==> config.mk <==
export PLATFORM = sky130hd
export DESIGN_NAME = e3_tx_payload_input_interface
export DESIGN_NICKNAME = d
export VERILOG_FILES = /design/src/hdl/e3_tx_pkg.sv /design/src/hdl/e3_tx_payload_input_interface.sv /design/src/hdl/frame_bit_counter.sv /design/src/hdl/sync_two_flop.sv
export SDC_FILE = /design/constraint.sdc
export NUM_CORES = 1
export LEC_CHECK = 0
export BUFFER_PORTS_ARGS = -buffer_cell sky130_fd_sc_hd__buf_2
export CAP_MARGIN = 10
export CORE_UTILIZATION = 50
export DETAILED_ROUTE_END_ITERATION = 10
export PLACE_DENSITY_LB_ADDON = 0.3
export SLEW_MARGIN = 15
export SYNTH_ARGS = -nofsm -noshare
export SYNTH_HDL_FRONTEND = slang
export SYNTH_SLANG_ARGS = --single-unit
export TNS_END_PERCENT = 1
==> constraint.sdc <==
create_clock -name clock -period 2.8 [get_ports clock]
set_input_delay 0.28 -clock clock [delete_from_list [all_inputs] [get_ports clock]]
set_output_delay 0.28 -clock clock [all_outputs]
set_load 0.01 [all_outputs]
==> src/hdl/e3_tx_pkg.sv <==
package e3_tx_pkg;

  // ----------------------------------------------------------------
  // frame layout
  // ----------------------------------------------------------------
  localparam int FRAME_BITS = 1536;
  localparam int OVERHEAD_BITS = 12;
  localparam int COUNT_W = 11;
  localparam logic [10:0] LAST_BIT = 11'h5FF;
  localparam logic [10:0] FIRST_PAYLOAD_BIT = 11'h00C;
  localparam logic [10:0] NATIONAL_BIT = 11'h00B;
  localparam logic [10:0] LAST_NIBBLE_START = 11'h5FC;
  localparam logic [1:0] NIBBLE_SAMPLE_PHASE = 2'h2;

  // ----------------------------------------------------------------
  // timing figures
  // ----------------------------------------------------------------
  localparam int CLOCK_KHZ = 100000;
  localparam int REF_CLOCK_KHZ = 34368;

  // ----------------------------------------------------------------
  // register map, 8-bit data
  // ----------------------------------------------------------------
  localparam logic [3:0] CTRL_ADDR = 4'h0;
  localparam logic [3:0] MODE_ADDR = 4'h1;
  localparam logic [3:0] FRAMES_ADDR = 4'h2;
  localparam int CTRL_LOOP_POS = 0;
  localparam int CTRL_SLAVE_POS = 1;
  localparam int CTRL_USER_LINK_POS = 2;
  localparam logic CTRL_LOOP_RESET = 1'b1;
  localparam logic CTRL_SLAVE_RESET = 1'b0;
  localparam logic CTRL_USER_LINK_RESET = 1'b0;

  // six interface modes, codes as read back from MODE_ADDR
  typedef enum logic [2:0] {
    MODE_SERIAL_LOOP = 3'b001,
    MODE_SERIAL_SLAVE = 3'b010,
    MODE_SERIAL_MASTER = 3'b011,
    MODE_NIBBLE_LOOP = 3'b100,
    MODE_NIBBLE_SLAVE = 3'b101,
    MODE_NIBBLE_MASTER = 3'b110
  } iface_mode_t;

  // register port request
  typedef struct packed {
    logic [3:0] addr;
    logic [7:0] wrData;
    logic wrStrobe;
    logic rdStrobe;
  } reg_req_t;

  // payload handed to the framer, one bit or one nibble at a time
  typedef struct packed {
    logic bitValid;
    logic payloadBit;
    logic nibbleValid;
    logic [3:0] nibble;
    logic nationalSlot;
    logic userDataLink;
    logic [10:0] bitIndex;
  } payload_out_t;

endpackage

==> src/hdl/e3_tx_payload_input_interface.sv <==
// Function
// - national bit carries path maintenance link, or user link when selected
// - serial payload sampled on rising edge of loop or local reference clock
// - serial input used only while the nibble strap is low
// - nibble bus sampled on each rising edge of the outgoing nibble clock
// - nibble bus used only while the nibble strap is high
// - nibble clock derived from the selected transmit timing reference
// - overhead warning pulses one bit period before each overhead bit
// - serial input ignored during overhead bit periods
// - end-of-frame pulse one bit period during last frame bit as master
// - frame slave starts new frame on each frame reference rising edge
// - nibble boundary output pulses during the last nibble of each frame
// - serial or nibble transfer, loop or local timing, chosen independently
// - master or slave choice exists only under local timing
// - exactly six interface modes
// - frame is 1536 bits, 12 overhead, the rest payload
// - loop timing ignores local reference and outputs recovered clock
`timescale 1ns/100ps
`default_nettype none

module e3_tx_payload_input_interface (
  input wire logic clock,
  input wire logic rst,
  input wire e3_tx_pkg::reg_req_t regReq,
  output logic [7:0] rdData,
  input wire logic nibble_interface_strap,
  input wire logic tx_local_ref_clock_in,
  input wire logic recovered_line_clock_in,
  input wire logic tx_serial_payload_in,
  input wire logic [3:0] tx_nibble_payload_in,
  input wire logic tx_frame_reference_in,
  output logic loop_payload_clock_out,
  output logic tx_nibble_clock_out,
  output logic tx_overhead_warning_out,
  output logic tx_end_of_frame_out,
  output logic tx_nibble_frame_boundary_out,
  output e3_tx_pkg::payload_out_t payloadOut,
  output e3_tx_pkg::iface_mode_t mode
);

  import e3_tx_pkg::*;

  // ----------------------------------------------------------------
  // helpers
  // ----------------------------------------------------------------

  // overhead bits sit at the head of the frame
  function automatic logic isOverhead(input logic [COUNT_W-1:0] idx);
    isOverhead = (idx < FIRST_PAYLOAD_BIT);
  endfunction

  function automatic logic [COUNT_W-1:0] followingBit(input logic [COUNT_W-1:0] idx);
    if (idx == LAST_BIT) begin
      followingBit = '0;
    end else begin
      followingBit = idx + 11'h001;
    end
  endfunction

  // ----------------------------------------------------------------
  // pin synchronisers
  // ----------------------------------------------------------------
  logic [4:0] pinsSynced;
  logic strapSync;
  logic refClockSync;
  logic lineClockSync;
  logic serialSync;
  logic frameRefSync;
  logic [3:0] nibbleSync;

  sync_two_flop #(
    .WIDTH(5)
  ) pinSync (
    .clock(clock),
    .rst(rst),
    .asyncIn({nibble_interface_strap, tx_local_ref_clock_in, recovered_line_clock_in,
      tx_serial_payload_in, tx_frame_reference_in}),
    .syncOut(pinsSynced)
  );

  sync_two_flop #(
    .WIDTH(4)
  ) nibbleBusSync (
    .clock(clock),
    .rst(rst),
    .asyncIn(tx_nibble_payload_in),
    .syncOut(nibbleSync)
  );

  assign strapSync = pinsSynced[4];
  assign refClockSync = pinsSynced[3];
  assign lineClockSync = pinsSynced[2];
  assign serialSync = pinsSynced[1];
  assign frameRefSync = pinsSynced[0];

  // ----------------------------------------------------------------
  // state
  // ----------------------------------------------------------------
  typedef struct packed {
    logic loopTiming;
    logic frameSlave;
    logic userDataLink;
    logic [7:0] rdData;
    logic refPrev;
    logic linePrev;
    logic frameRefPrev;
    logic startPending;
    logic loopClock;
    logic nibbleClock;
    logic ohWarn;
    logic endOfFrame;
    logic nibbleFrame;
    logic [7:0] frameCount;
    payload_out_t payload;
  } iface_state_t;

  localparam iface_state_t STATE_RESET = '{
    loopTiming: CTRL_LOOP_RESET,
    frameSlave: CTRL_SLAVE_RESET,
    userDataLink: CTRL_USER_LINK_RESET,
    default: '0
  };

  iface_state_t state;
  iface_state_t next_state;

  logic bitEnable;
  logic slaveActive;
  logic refRise;
  logic lineRise;
  logic frameRefRise;
  logic restart;
  logic [COUNT_W-1:0] bitCount;
  logic [COUNT_W-1:0] nextCount;

  // ----------------------------------------------------------------
  // timing reference and bit enable
  // ----------------------------------------------------------------

  // edges are taken from the second synchroniser stage only
  assign refRise = refClockSync && !state.refPrev;
  assign lineRise = lineClockSync && !state.linePrev;
  assign frameRefRise = frameRefSync && !state.frameRefPrev;

  // loop timing ignores the local reference entirely
  assign bitEnable = state.loopTiming ? lineRise : refRise;
  assign slaveActive = state.frameSlave && !state.loopTiming;
  assign restart = slaveActive && state.startPending;

  frame_bit_counter bitCounter (
    .clock(clock),
    .rst(rst),
    .bitEnable(bitEnable),
    .restart(restart),
    .count(bitCount),
    .nextCount(nextCount)
  );

  // ----------------------------------------------------------------
  // mode decode
  // ----------------------------------------------------------------

  // strap picks transfer width, control picks timing and frame role
  always_comb begin
    if (!strapSync) begin
      if (state.loopTiming) begin
        mode = MODE_SERIAL_LOOP;
      end else if (state.frameSlave) begin
        mode = MODE_SERIAL_SLAVE;
      end else begin
        mode = MODE_SERIAL_MASTER;
      end
    end else begin
      if (state.loopTiming) begin
        mode = MODE_NIBBLE_LOOP;
      end else if (state.frameSlave) begin
        mode = MODE_NIBBLE_SLAVE;
      end else begin
        mode = MODE_NIBBLE_MASTER;
      end
    end
  end

  // ----------------------------------------------------------------
  // next state
  // ----------------------------------------------------------------
  always_comb begin
    next_state = state;
    next_state.refPrev = refClockSync;
    next_state.linePrev = lineClockSync;
    next_state.frameRefPrev = frameRefSync;
    next_state.payload.bitValid = 1'b0;
    next_state.payload.nibbleValid = 1'b0;

    // recovered clock is passed out only in loop timing
    next_state.loopClock = state.loopTiming && lineClockSync;

    // a new frame reference edge wins over consuming the old one
    if (frameRefRise && slaveActive) begin
      next_state.startPending = 1'b1;
    end else if (bitEnable) begin
      next_state.startPending = 1'b0;
    end

    if (bitEnable) begin
      next_state.payload.bitIndex = nextCount;
      // warn for the bit that follows the one now starting
      next_state.ohWarn = isOverhead(followingBit(nextCount));
      next_state.endOfFrame = (nextCount == LAST_BIT);
      // national bit slot, tagged with its link source
      next_state.payload.nationalSlot = (nextCount == NATIONAL_BIT);
      next_state.payload.userDataLink = state.userDataLink;
      if (nextCount == LAST_BIT) begin
        next_state.frameCount = state.frameCount + 8'h01;
      end

      // serial path: strap low, payload bits only
      if (!strapSync && !isOverhead(nextCount)) begin
        next_state.payload.bitValid = 1'b1;
        next_state.payload.payloadBit = serialSync;
      end

      // nibble clock from the bit rate, high over the last two bits
      next_state.nibbleClock = strapSync && nextCount[1];
      next_state.nibbleFrame = strapSync && (nextCount >= LAST_NIBBLE_START);
      if (strapSync && nextCount[1:0] == NIBBLE_SAMPLE_PHASE) begin
        next_state.payload.nibbleValid = 1'b1;
        next_state.payload.nibble = nibbleSync;
      end
    end

    // register port
    next_state.rdData = 8'h00;
    if (regReq.wrStrobe && regReq.addr == CTRL_ADDR) begin
      next_state.loopTiming = regReq.wrData[CTRL_LOOP_POS];
      next_state.frameSlave = regReq.wrData[CTRL_SLAVE_POS];
      next_state.userDataLink = regReq.wrData[CTRL_USER_LINK_POS];
    end
    if (regReq.rdStrobe) begin
      unique case (regReq.addr)
        CTRL_ADDR: begin
          next_state.rdData = {5'h00, state.userDataLink, state.frameSlave, state.loopTiming};
        end
        MODE_ADDR: begin
          next_state.rdData = {4'h0, strapSync, mode};
        end
        FRAMES_ADDR: begin
          next_state.rdData = state.frameCount;
        end
        default: begin
          next_state.rdData = 8'h00;
        end
      endcase
    end
  end

  always_ff @(posedge clock or posedge rst) begin
    if (rst) begin
      state <= STATE_RESET;
    end else begin
      state <= next_state;
    end
  end

  // ----------------------------------------------------------------
  // outputs
  // ----------------------------------------------------------------
  assign rdData = state.rdData;
  assign loop_payload_clock_out = state.loopClock;
  assign tx_nibble_clock_out = state.nibbleClock;
  assign tx_overhead_warning_out = state.ohWarn;
  assign tx_end_of_frame_out = state.endOfFrame;
  assign tx_nibble_frame_boundary_out = state.nibbleFrame;
  assign payloadOut = state.payload;

endmodule

`default_nettype wire

==> src/hdl/frame_bit_counter.sv <==
`timescale 1ns/100ps
`default_nettype none

module frame_bit_counter
  import e3_tx_pkg::*;
(
  input wire logic clock,
  input wire logic rst,
  input wire logic bitEnable,
  input wire logic restart,
  output logic [e3_tx_pkg::COUNT_W-1:0] count,
  output logic [e3_tx_pkg::COUNT_W-1:0] nextCount
);

  typedef struct packed {
    logic [COUNT_W-1:0] count;
  } counter_state_t;

  counter_state_t state;
  counter_state_t next_state;

  // free running over one frame, restart forces bit zero
  always_comb begin
    next_state = state;
    if (restart || state.count == LAST_BIT) begin
      nextCount = '0;
    end else begin
      nextCount = state.count + 11'h001;
    end
    if (bitEnable) begin
      next_state.count = nextCount;
    end
  end

  always_ff @(posedge clock or posedge rst) begin
    if (rst) begin
      state <= '{count: LAST_BIT};
    end else begin
      state <= next_state;
    end
  end

  assign count = state.count;

endmodule

`default_nettype wire

==> src/hdl/sync_two_flop.sv <==
`timescale 1ns/100ps
`default_nettype none

module sync_two_flop #(
  parameter int WIDTH = 1
) (
  input wire logic clock,
  input wire logic rst,
  input wire logic [WIDTH-1:0] asyncIn,
  output logic [WIDTH-1:0] syncOut
);

  typedef struct packed {
    logic [WIDTH-1:0] first;
    logic [WIDTH-1:0] second;
  } sync_state_t;

  sync_state_t state;
  sync_state_t next_state;

  // first stage feeds only the second
  always_comb begin
    next_state.first = asyncIn;
    next_state.second = state.first;
  end

  always_ff @(posedge clock or posedge rst) begin
    if (rst) begin
      state <= '0;
    end else begin
      state <= next_state;
    end
  end

  assign syncOut = state.second;

endmodule

`default_nettype wire

==> reports/results.ini, run 1 <==
[critical_path]
crit_type = flip-flop to flip-flop
rrSetupSlack_ns = 0.21
worstPathCellList = nand4_4, nor4b_1, o21ai_2, buf_4, o21ai_0, nor4_1, a211oi_1, mux2_2
crit_path_top_delay_cell = dfstp_2
critPathCaptureType = flip-flop
r2r-start = bitCounter.count[3]$_DFFE_PP1P_
crit_path_max_incr_delay_ns = 0.66
cp_max_fo = 11
arrival_ns = 2.81
r2r_end = payloadOut[18]$_DFFE_PP0P_
start_kind = flip-flop
cp.required_ns = 3.03
r2r_cells = 8

[grt]
grt_max_degree = 44
overflow = 0
grt_pass1_vias = 2395
grt_usage_pct = 20.2
grt_first_pass_wirelength_um = 11600
antenna_found_initial = 0

[hold_path]
holdPathEnd = nibbleBusSync.next_state[2]$_DFF_PP0_
hold_depth = 1
min_path_type = primary input to flip-flop
worstHoldStart = tx_nibble_payload_in[2]

[cts]
clk_latency_ns = 0.35
numCtsBuffers = 9
cts_tree = built
cts_sinks = 76
cts.path.max_buffers = 2
cts.reportedPaths.clkPinSlew_ns = 0.07
cts_root_buf = clkbuf_8
htreeDepth = 3

[logic_synthesis]
avgSynthCellArea_um2 = 10.5
synth_top_area_share_pct = 44.9
yosysUniqueCellTypes = 59
synthCells = 344
synth.largest_area_cell = dfrtp_1
syn-cell-area_um2 = 3620
synth_edf_count = 0
ys_top_cells_by_area = dfrtp_1 (45%), dfstp_2 (8.0%), buf_4 (6.2%)
async_reset_ff_share_pct = 100
ys_seq_area_share_pct = 52.9
yosys_register_bits = 76
yosys_warnings = 0
syn-num-nets = 371
synthFlopType = dfrtp_1

[place]
place_hpwl_um = 4870
port_buffers = 55
gp_congestion = 0.966
place_ws_ns = 0.126

[timing]
setup_ws_ns = 0.215
setup_viol = 0
period_needed_ns = 2.59
max_freq_mhz = 387
finalHoldViolations = 0
max_slew_margin_pct = 51.1
worstMarginPinSlew_ns = 0.732
rsz0062_at_grt = false
period_share_pct = 92.3
final.setup.tns_ns = 0
skew_ns = 0.0116
slew_viol_final = 0

[finish]
final.fill_count = 636
seq_area_um2 = 1920
area_growth_pct = 11.7
fin_nets = 405
multi_input_area_um2 = 1380
diodes = 0
post-route-util_pct = 58.6
drive_gt1_share_pct = 30.0

[power]
p_int_mw = 2.15
power.density_nw_per_um2 = 764
power.leakage_nw = 1.94
comb_power_share_pct = 24.4
vdd_ir_drop_max_v = 0.000517
p_sw_mw = 0.947
seq_power_share_pct = 46.0
power_frac_clock_pct = 29.5
switching_share_pct = 30.6

[routing]
vias = 2534
drc = 0
routed_wl_um = 6990
ant_nets = 0
drtIter0Drc = 229
avgViaCountPerCell = 5.29
wl_per_cell_um = 14.6
dr.pass1.iters = 5

[floorplan]
num_rows = 30
io_pins = 61
die_w_um = 87.1
die_area_um2 = 7590
die_h_um = 87.1
coreArea_um2 = 6910
start_util_pct = 52.5

[flow_run]
maxCapViolations = 0

[outcome]
outcome = completed

[stage by stage]
step	power, mW	cells	cell area, um^2	hold WS (ns)
after floorplan	2.02	344	3620	0.311
after global placement	2.16	461	3810	0.334
after detailed placement	2.17	461	3810	0.335
after CTS	3.09	477	4030	0.0224
after global routing	3.26	479	4050	0.0201
final	3.09	479	4050	0.0375
[metal layers]
metal	track usage, %	share of wire, %	routed length (um)
met5	0	0	0
met2	29.3	45	3120
met4	8.64	2.4	167
met1	29.5	47	3300
met3	4.17	5.8	406
[critical path: cells and delay by family (launching register included)]
kind | cells | cell delay (ns)
AND/OR/NAND/NOR | 3 | 0.69
flip-flops | 1 | 0.66
AO/OA/AOI/OAI | 3 | 0.56
multiplexers | 1 | 0.38
buffers and inverters | 1 | 0.17
[cells by family (layout without fill, tap and decap cells)]
group / Yosys count / in the layout / share of synthesized area, %
AO/OA/AOI/OAI: 64 / 64 / 11.4
XOR/XNOR: 16 / 16 / 3.87
adder cells (fa/ha/maj): 2 / 2 / 0.690
buffers and inverters: 54 / 93 / 9.25
flip-flops: 76 / 76 / 52.9
multiplexers: 16 / 16 / 4.77
AND/OR/NAND/NOR: 116 / 116 / 17.1
[how the worst max path moves through the flow]
stage                                               start                         end  slack, ns  cells past startpoint
after floorplan           bitCounter.count[1]$_DFFE_PP1P_       state[27]$_DFFE_PP0P_       0.30                     10
after global routing      bitCounter.count[1]$_DFFE_PP1P_       state[27]$_DFFE_PP0P_       0.04                      9
after CTS                 bitCounter.count[0]$_DFFE_PP1P_       state[27]$_DFFE_PP0P_        0.1                      8
after detailed placement  bitCounter.count[0]$_DFFE_PP1P_       state[27]$_DFFE_PP0P_       0.13                      8
final                     bitCounter.count[3]$_DFFE_PP1P_  payloadOut[18]$_DFFE_PP0P_       0.21                      8
after global placement    bitCounter.count[0]$_DFFE_PP1P_       state[27]$_DFFE_PP0P_       0.16                      8
[synth_stat cells (5+ instances only)]
cell type,number
and2_1,6
clkbuf_1,8
buf_4,30
o21ai_0,17
dfstp_2,11
nor2_1,28
nand4_1,5
dfrtp_1,65
xor2_1,8
nand2_1,32
inv_1,10
mux2_2,10
a21o_1,5
nand3_1,10
a21oi_1,15
xnor2_1,8
mux2i_1,6
[power groups by stage]
| stage | sequential, mW | clock, mW | combinational, mW |
|---|---|---|---|
| 3_3_place_gp | 1.44 | 0 | 0.716 |
| 3_5_place_dp | 1.45 | 0 | 0.721 |
| 4_1_cts | 1.43 | 0.936 | 0.726 |
| 6_report | 1.42 | 0.913 | 0.756 |
| 2_1_floorplan | 1.38 | 0 | 0.642 |
| 5_1_grt | 1.45 | 0.970 | 0.835 |
[registers in the layout, indices dropped and copies added, names as in the netlist]
signal                        flops
bitCounter.count                 10
pinSync.syncOut                   5
tx_end_of_frame_out               1
nibbleBusSync.syncOut             4
nibbleBusSync.next_state          4
pinSync.next_state                5
state                            15
rdData                            8
payloadOut                       20
tx_nibble_frame_boundary_out      1
tx_overhead_warning_out           1
tx_nibble_clock_out               1
loop_payload_clock_out            1
[placed cells by master, fill, tap and decap left out, types with 10 or more instances in the layout]
cell	Yosys	final
o21ai_0	17	17
nor2_1	28	28
mux2_2	10	10
a21oi_1	15	15
dfstp_2	11	11
nand2_1	32	32
clkbuf_8	0	10
buf_2	3	55
dfrtp_1	65	65
buf_4	30	11
nand3_1	10	10
[final cells by class]
type                       count  share of cell area [%]
timing repair buffer          67                    9.34
tap                           96                    2.97
clock inverter                 4                    1.82
sequential                    76                    47.3
inverter                      10                   0.927
multi-input combinational    214                    34.0
clock buffer                  12                    3.59
[repair_timing]
action                     4_1_cts  5_1_grt
hold buffers                     0        0
buffers inserted                 0        2
setup endpoints to repair        0        4
gates resized for setup          0        1
Power figures use the tool's default switching activity.
==> run 2: changes to the inputs <==
--- a/config.mk
+++ b/config.mk
@@ -6,7 +6,7 @@
 export NUM_CORES = 1
 export LEC_CHECK = 0
 export BUFFER_PORTS_ARGS = -buffer_cell sky130_fd_sc_hd__buf_2
-export CAP_MARGIN = 10
+export CAP_MARGIN = 20
 export CORE_UTILIZATION = 50
 export DETAILED_ROUTE_END_ITERATION = 10
 export PLACE_DENSITY_LB_ADDON = 0.3
==> constraint.sdc (replaced) <==
create_clock -name clock -period 3.3 [get_ports clock]
set_input_delay 0.33 -clock clock [delete_from_list [all_inputs] [get_ports clock]]
set_output_delay 0.33 -clock clock [all_outputs]
set_load 0.01 [all_outputs]
==> run 2 against run 1 <==
Compared with the run above:
- critical endpoint is now state[26]$_DFFE_PP0P_
- die area unchanged
- the flow now finishes with violations (negative hold slack)
- largest power group unchanged
- clock skew rose by 0.0031 ns
- non-clock buffer count down 6
- highest routed layer unchanged
- routed wire length is 4.2% lower
- combinational power decreased by 21%
- first-iteration DRC count is 35% higher
- flip-flop and latch count unchanged
==> reports/results.ini, run 2 (synthesis results as in run 1) <==
[critical_path]
critPathCaptureType = flip-flop
r2r_end = state[26]$_DFFE_PP0P_
start_kind = flip-flop
r2r_cells = 9  ; +1
cp.required_ns = 3.58  ; +0.55 ns
crit_start = bitCounter.count[0]$_DFFE_PP1P_
cp_max_fo = 13  ; +2
arrival_ns = 3.03  ; +0.22 ns
rrSetupSlack_ns = 0.56  ; +0.34 ns
crit_type = flip-flop to flip-flop
r2r-start = bitCounter.count[0]$_DFFE_PP1P_

[routing]
routed_wl_um = 6700  ; -4.2%
drc = 0  ; unchanged
drtIter0Drc = 310  ; +35%
avgViaCountPerCell = 5.29  ; about the same
wl_per_cell_um = 14.2  ; -3.0%
ant_nets = 0  ; unchanged
vias = 2504  ; -1.2%
dr.pass1.iters = 4  ; -1

[finish]
final_common_cell = dfrtp_1
largest_reg_flops = 20  ; unchanged
diodes = 0  ; unchanged
layout_common_cells = dfrtp_1 (65), buf_2 (55), nand2_1 (32)
drive_gt1_share_pct = 29.2  ; -0.85 points
area_growth_pct = 9.05
fin_nets = 399  ; -1.5%
final_area_um2 = 3950  ; -2.4%
final.fill_count = 605  ; -4.9%

[floorplan]
num_rows = 30  ; unchanged
start_util_pct = 52.5  ; unchanged
coreArea_um2 = 6910  ; unchanged
die_area_um2 = 7590  ; unchanged
die_h_um = 87.1  ; unchanged
die_w_um = 87.1  ; unchanged
io_pins = 61  ; unchanged

[place]
placed_cell_area_um2 = 3770  ; -1.1%
gp_congestion = 1.02  ; +5.9%
place_hpwl_um = 4780  ; -1.8%
port_buffers = 55  ; unchanged

[timing]
setup_viol = 0  ; unchanged
max_slew_margin_pct = 62.4  ; +11 points
slew_viol_final = 0  ; unchanged
finalHoldViolations = 6  ; +6
holdWs_ns = -0.00257  ; -0.0401 ns
final.setup.tns_ns = 0  ; unchanged
rsz0062_at_grt = false
skew_ns = 0.0148  ; +0.00311 ns
max_freq_mhz = 365  ; -5.7%
period_share_pct = 83.1  ; -9.2 points
period_needed_ns = 2.74  ; +0.157 ns
worstMarginPinSlew_ns = 0.563  ; -0.169 ns

[grt]
overflow = 0  ; unchanged
grt_use_met1_pct = 28.1  ; -1.4 points
grt_usage_pct = 19.7  ; -0.50 points
grt_pass1_vias = 2414  ; +0.79%
use_met2_pct = 27.8  ; -1.5 points
met3_usage_pct = 4.55  ; +0.38 points
antenna_found_initial = 0  ; unchanged
grt_max_degree = 33  ; -25%
grt_first_pass_wirelength_um = 11300  ; -2.1%
busiest_layer = met1

[cts]
cts_setup_buffers = 0  ; unchanged
cts.reportedPaths.clkPinSlew_ns = 0.09  ; +0.02 ns
clk_latency_ns = 0.36  ; about the same
cts_tree = built
numCtsBuffers = 9  ; unchanged
cts_sinks = 76  ; unchanged
cts.repair.resized = 0  ; unchanged
hold_buffers = 0  ; unchanged
cts_root_buf = clkbuf_8
cts.path.max_buffers = 2  ; unchanged
htreeDepth = 3  ; unchanged

[outcome]
violations = negative hold slack
outcome = finished, violations left

[power]
vdd_ir_drop_max_v = 0.000347  ; -33%
power.density_nw_per_um2 = 626  ; -18%
power.leakage_nw = 1.89  ; -2.7%
power.total_mw = 2.47  ; -20%

[hold_path]
min_path_type = primary input to asynchronous set/reset pin

[flow_run]
maxCapViolations = 0  ; unchanged

## run 2: layout make-up
| cell class | instances | area (um^2) | area share [%] |
|---|---|---|---|
| well taps | 96 | 120 | 3.04 |
| inverters | 10 | 37.5 | 0.950 |
| flip-flops and latches | 76 | 1920 | 48.5 |
| multi-input cells | 214 | 1370 | 34.7 |
| clock inverters | 6 | 47.5 | 1.20 |
| repair buffers | 61 | 320 | 8.11 |
| clock buffers | 10 | 138 | 3.48 |
## run 2: layer usage
| metal | vias up | wire (um) |
|---|---|---|
| met5 | - | 0 |
| met3 | 9 | 418 |
| met2 | 79 | 2960 |
| met4 | 0 | 127 |
| met1 | 1201 | 3190 |
| li1 | 1215 | - |
## run 2: per-stage QoR
stage | setup WS, ns | hold slack (ns) | instances | utilization (%)
2_1_floorplan | 0.797 | 0.331 | 344 | -
3_3_place_gp | 0.619 | 0.333 | 457 | 54.5
3_5_place_dp | 0.598 | 0.335 | 457 | 54.5
4_1_cts | 0.580 | 0.0111 | 473 | 57.2
5_1_grt | 0.392 | 0.0411 | 473 | 57.2
6_report | 0.557 | -0.00257 | 473 | 57.2
## run 2: worst max path at each step
stage,end,depth (start not counted),slack [ns]
final,state[26]$_DFFE_PP0P_,9,0.56
after CTS,state[27]$_DFFE_PP0P_,8,0.58
after detailed placement,state[27]$_DFFE_PP0P_,9,0.60
after global placement,state[27]$_DFFE_PP0P_,8,0.62
after floorplan,state[27]$_DFFE_PP0P_,10,0.80
after global routing,state[26]$_DFFE_PP0P_,9,0.39
## run 2: where the power goes
part	internal, mW	leakage (nW)	switching (mW)
Clock	0.298	0.0928	0.360
Sequential	1.08	0.950	0.134
Combinational	0.263	0.848	0.333
Total	1.65	1.89	0.827
## run 2: worst max-delay path, cell delays in order (launching register included)
cell and delay, ns:
dfstp_2 0.67, ha_1 0.20, buf_4 0.17, a21oi_1 0.07, nor4b_1 0.15, o21ai_2 0.26
nand3_1 0.14, or3_1 0.54, nor3_1 0.31, xor2_1 0.17
==> run 3: changes to the inputs <==
==> constraint.sdc (replaced) <==
create_clock -name clock -period 2.7 [get_ports clock]
set_input_delay 0.27 -clock clock [delete_from_list [all_inputs] [get_ports clock]]
set_output_delay 0.27 -clock clock [all_outputs]
set_load 0.01 [all_outputs]
==> run 3 against run 2 <==
Compared with the run above:
- the flow now finishes without violations
- sequential power rose by 20%
- total power rose by 28%
- hold slack improved by 0.034 ns
- routed wire length rose by 4.4%
- fmax rose by 8.9%
- critical path type unchanged
- highest routed layer unchanged
==> reports/results.ini, run 3 (synthesis results as in run 1) <==
[routing]
drc = 0  ; unchanged
avgViaCountPerCell = 5.27  ; -0.50%
vias = 2560  ; +2.2%
routed_wl_um = 6990  ; +4.4%
drtIter0Drc = 126  ; -59%
dr.pass1.iters = 4  ; unchanged
ant_nets = 0  ; unchanged
wl_per_cell_um = 14.4  ; +1.6%

[critical_path]
crit_type = flip-flop to flip-flop
start_kind = flip-flop
cp_max_fo = 11  ; -2
crit_buf_inv = 1  ; unchanged
worstPathCellList = nand4_4, nor4b_1, o21ai_2, o21ai_0, nor4_1, buf_4, a211oi_2, mux2_2
crit_path_max_incr_delay_ns = 0.66  ; about the same
r2r-start = bitCounter.count[3]$_DFFE_PP1P_
critPathCaptureType = flip-flop
r2r_end = payloadOut[18]$_DFFE_PP0P_
r2r_cells = 8  ; -1
crit_path_top_delay_cell = dfstp_2
cp.required_ns = 2.93  ; -0.65 ns
arrival_ns = 2.75  ; -0.28 ns
critical_path.top_delay_family = simple AND/OR/NAND/NOR gates
rrSetupSlack_ns = 0.18  ; -0.38 ns

[grt]
antenna_found_initial = 0  ; unchanged
grt_usage_pct = 20.4  ; +0.76 points
grt_first_pass_wirelength_um = 11700  ; +3.1%
grt_pass1_vias = 2380  ; -1.4%
overflow = 0  ; unchanged
grt_max_degree = 44  ; +33%

[timing]
setup_ws_ns = 0.180  ; -0.377 ns
setup_viol = 0  ; unchanged
skew_ns = 0.0114  ; -0.00331 ns
period_needed_ns = 2.52  ; -0.223 ns
final.setup.tns_ns = 0  ; unchanged
period_share_pct = 93.3  ; +10 points
max_slew_margin_pct = 49.9  ; -12 points
slew_viol_final = 0  ; unchanged
rsz0062_at_grt = false
finalHoldViolations = 0  ; -6
worstMarginPinSlew_ns = 0.751  ; +0.187 ns
max_freq_mhz = 397  ; +8.9%

[place]
place_hpwl_um = 5110  ; +6.9%
place_ws_ns = 0.0906  ; -0.508 ns
port_buffers = 55  ; unchanged
gp_congestion = 0.919  ; -10%
dp.cells = 470  ; +2.8%

[cts]
cts_sinks = 76  ; unchanged
cts_tree = built
numCtsBuffers = 9  ; unchanged
htreeDepth = 3  ; unchanged
cts_root_buf = clkbuf_8
cts.reportedPaths.clkPinSlew_ns = 0.07  ; -0.02 ns
clk_latency_ns = 0.34  ; -0.02 ns
hold_buffers = 0  ; unchanged
cts_setup_buffers = 0  ; unchanged
cts.path.max_buffers = 2  ; unchanged

[power]
power.leakage_nw = 1.97  ; +4.0%
vdd_ir_drop_max_v = 0.000458  ; +32%
power.density_nw_per_um2 = 776  ; +24%

[finish]
diodes = 0  ; unchanged
final.fill_count = 629  ; +4.0%
finalNonFillerCells = 486  ; +2.7%
drive_gt1_share_pct = 31.5  ; +2.4 points
layout_common_cells = dfrtp_1 (65), buf_2 (55), nand2_1 (32)
post-route-util_pct = 59.2  ; +2.0 points
largest_reg_flops = 20  ; unchanged
area_growth_pct = 12.8
fin_nets = 412  ; +3.3%
final_common_cell = dfrtp_1

[hold_path]
hold_depth = 1
worstHoldStart = tx_nibble_payload_in[1]
holdPathEnd = nibbleBusSync.next_state[1]$_DFF_PP0_
min_path_type = primary input to flip-flop

[floorplan]
start_util_pct = 52.5  ; unchanged
die_h_um = 87.1  ; unchanged
die_area_um2 = 7590  ; unchanged
die_w_um = 87.1  ; unchanged
num_rows = 30  ; unchanged
io_pins = 61  ; unchanged
coreArea_um2 = 6910  ; unchanged

[outcome]
outcome = completed

[flow_run]
maxCapViolations = 0  ; unchanged

-- run 3: cell count changes in the layout (fill, tap and decap cells not counted), sizes merged --
cell / change
clkbuf: +3
clkinv: -3
bufinv: +1
buf: +13
clkinvlp: -1
-- run 3: per-stage QoR --
stage               area [um^2]  hold WS (ns)  power, mW
floorplan                  3620         0.301       2.10
global placement           3880         0.332       2.30
detailed placement         3880         0.340       2.32
CTS                        4080        0.0147       3.20
global route               4090       0.00768       3.37
finish                     4090        0.0314       3.17
-- run 3: area by class of cell --
| class | instances | area (um^2) | share of cell area [%] |
|---|---|---|---|
| timing repair buffer | 74 | 430 | 10.5 |
| clock inverter | 3 | 43.8 | 1.07 |
| inverter | 10 | 37.5 | 0.918 |
| multi-input combinational | 214 | 1380 | 33.8 |
| sequential | 76 | 1920 | 46.8 |
| tap | 96 | 120 | 2.94 |
| clock buffer | 13 | 159 | 3.89 |
-- run 3: worst max path at each step --
| stage | to | slack [ns] | from | cells after the start |
|---|---|---|---|---|
| global placement | state[27]$_DFFE_PP0P_ | 0.11 | bitCounter.count[1]$_DFFE_PP1P_ | 8 |
| global route | payloadOut[18]$_DFFE_PP0P_ | 0.05 | bitCounter.count[3]$_DFFE_PP1P_ | 9 |
| detailed placement | state[27]$_DFFE_PP0P_ | 0.09 | bitCounter.count[1]$_DFFE_PP1P_ | 8 |
| finish | payloadOut[18]$_DFFE_PP0P_ | 0.18 | bitCounter.count[3]$_DFFE_PP1P_ | 8 |
| floorplan | state[27]$_DFFE_PP0P_ | 0.20 | bitCounter.count[1]$_DFFE_PP1P_ | 10 |
| CTS | state[27]$_DFFE_PP0P_ | 0.06 | bitCounter.count[1]$_DFFE_PP1P_ | 8 |
-- run 3: power breakdown --
part	total [mW]	switching, mW	internal, mW
Clock	0.879	0.398	0.481
Combinational	0.826	0.450	0.376
Sequential	1.47	0.142	1.33
-- run 3: timing repair --
item,in CTS,in global routing
setup endpoints to repair,0,4
resized for setup,0,2
endpoints found under the hold margin,0,0
-- run 3: layer usage --
metal | track usage [%] | wire length (um)
met2 | 29.6 | 3040
met3 | 3.51 | 372
met4 | 8.94 | 101
met1 | 30.3 | 3480
met5 | 0 | 0
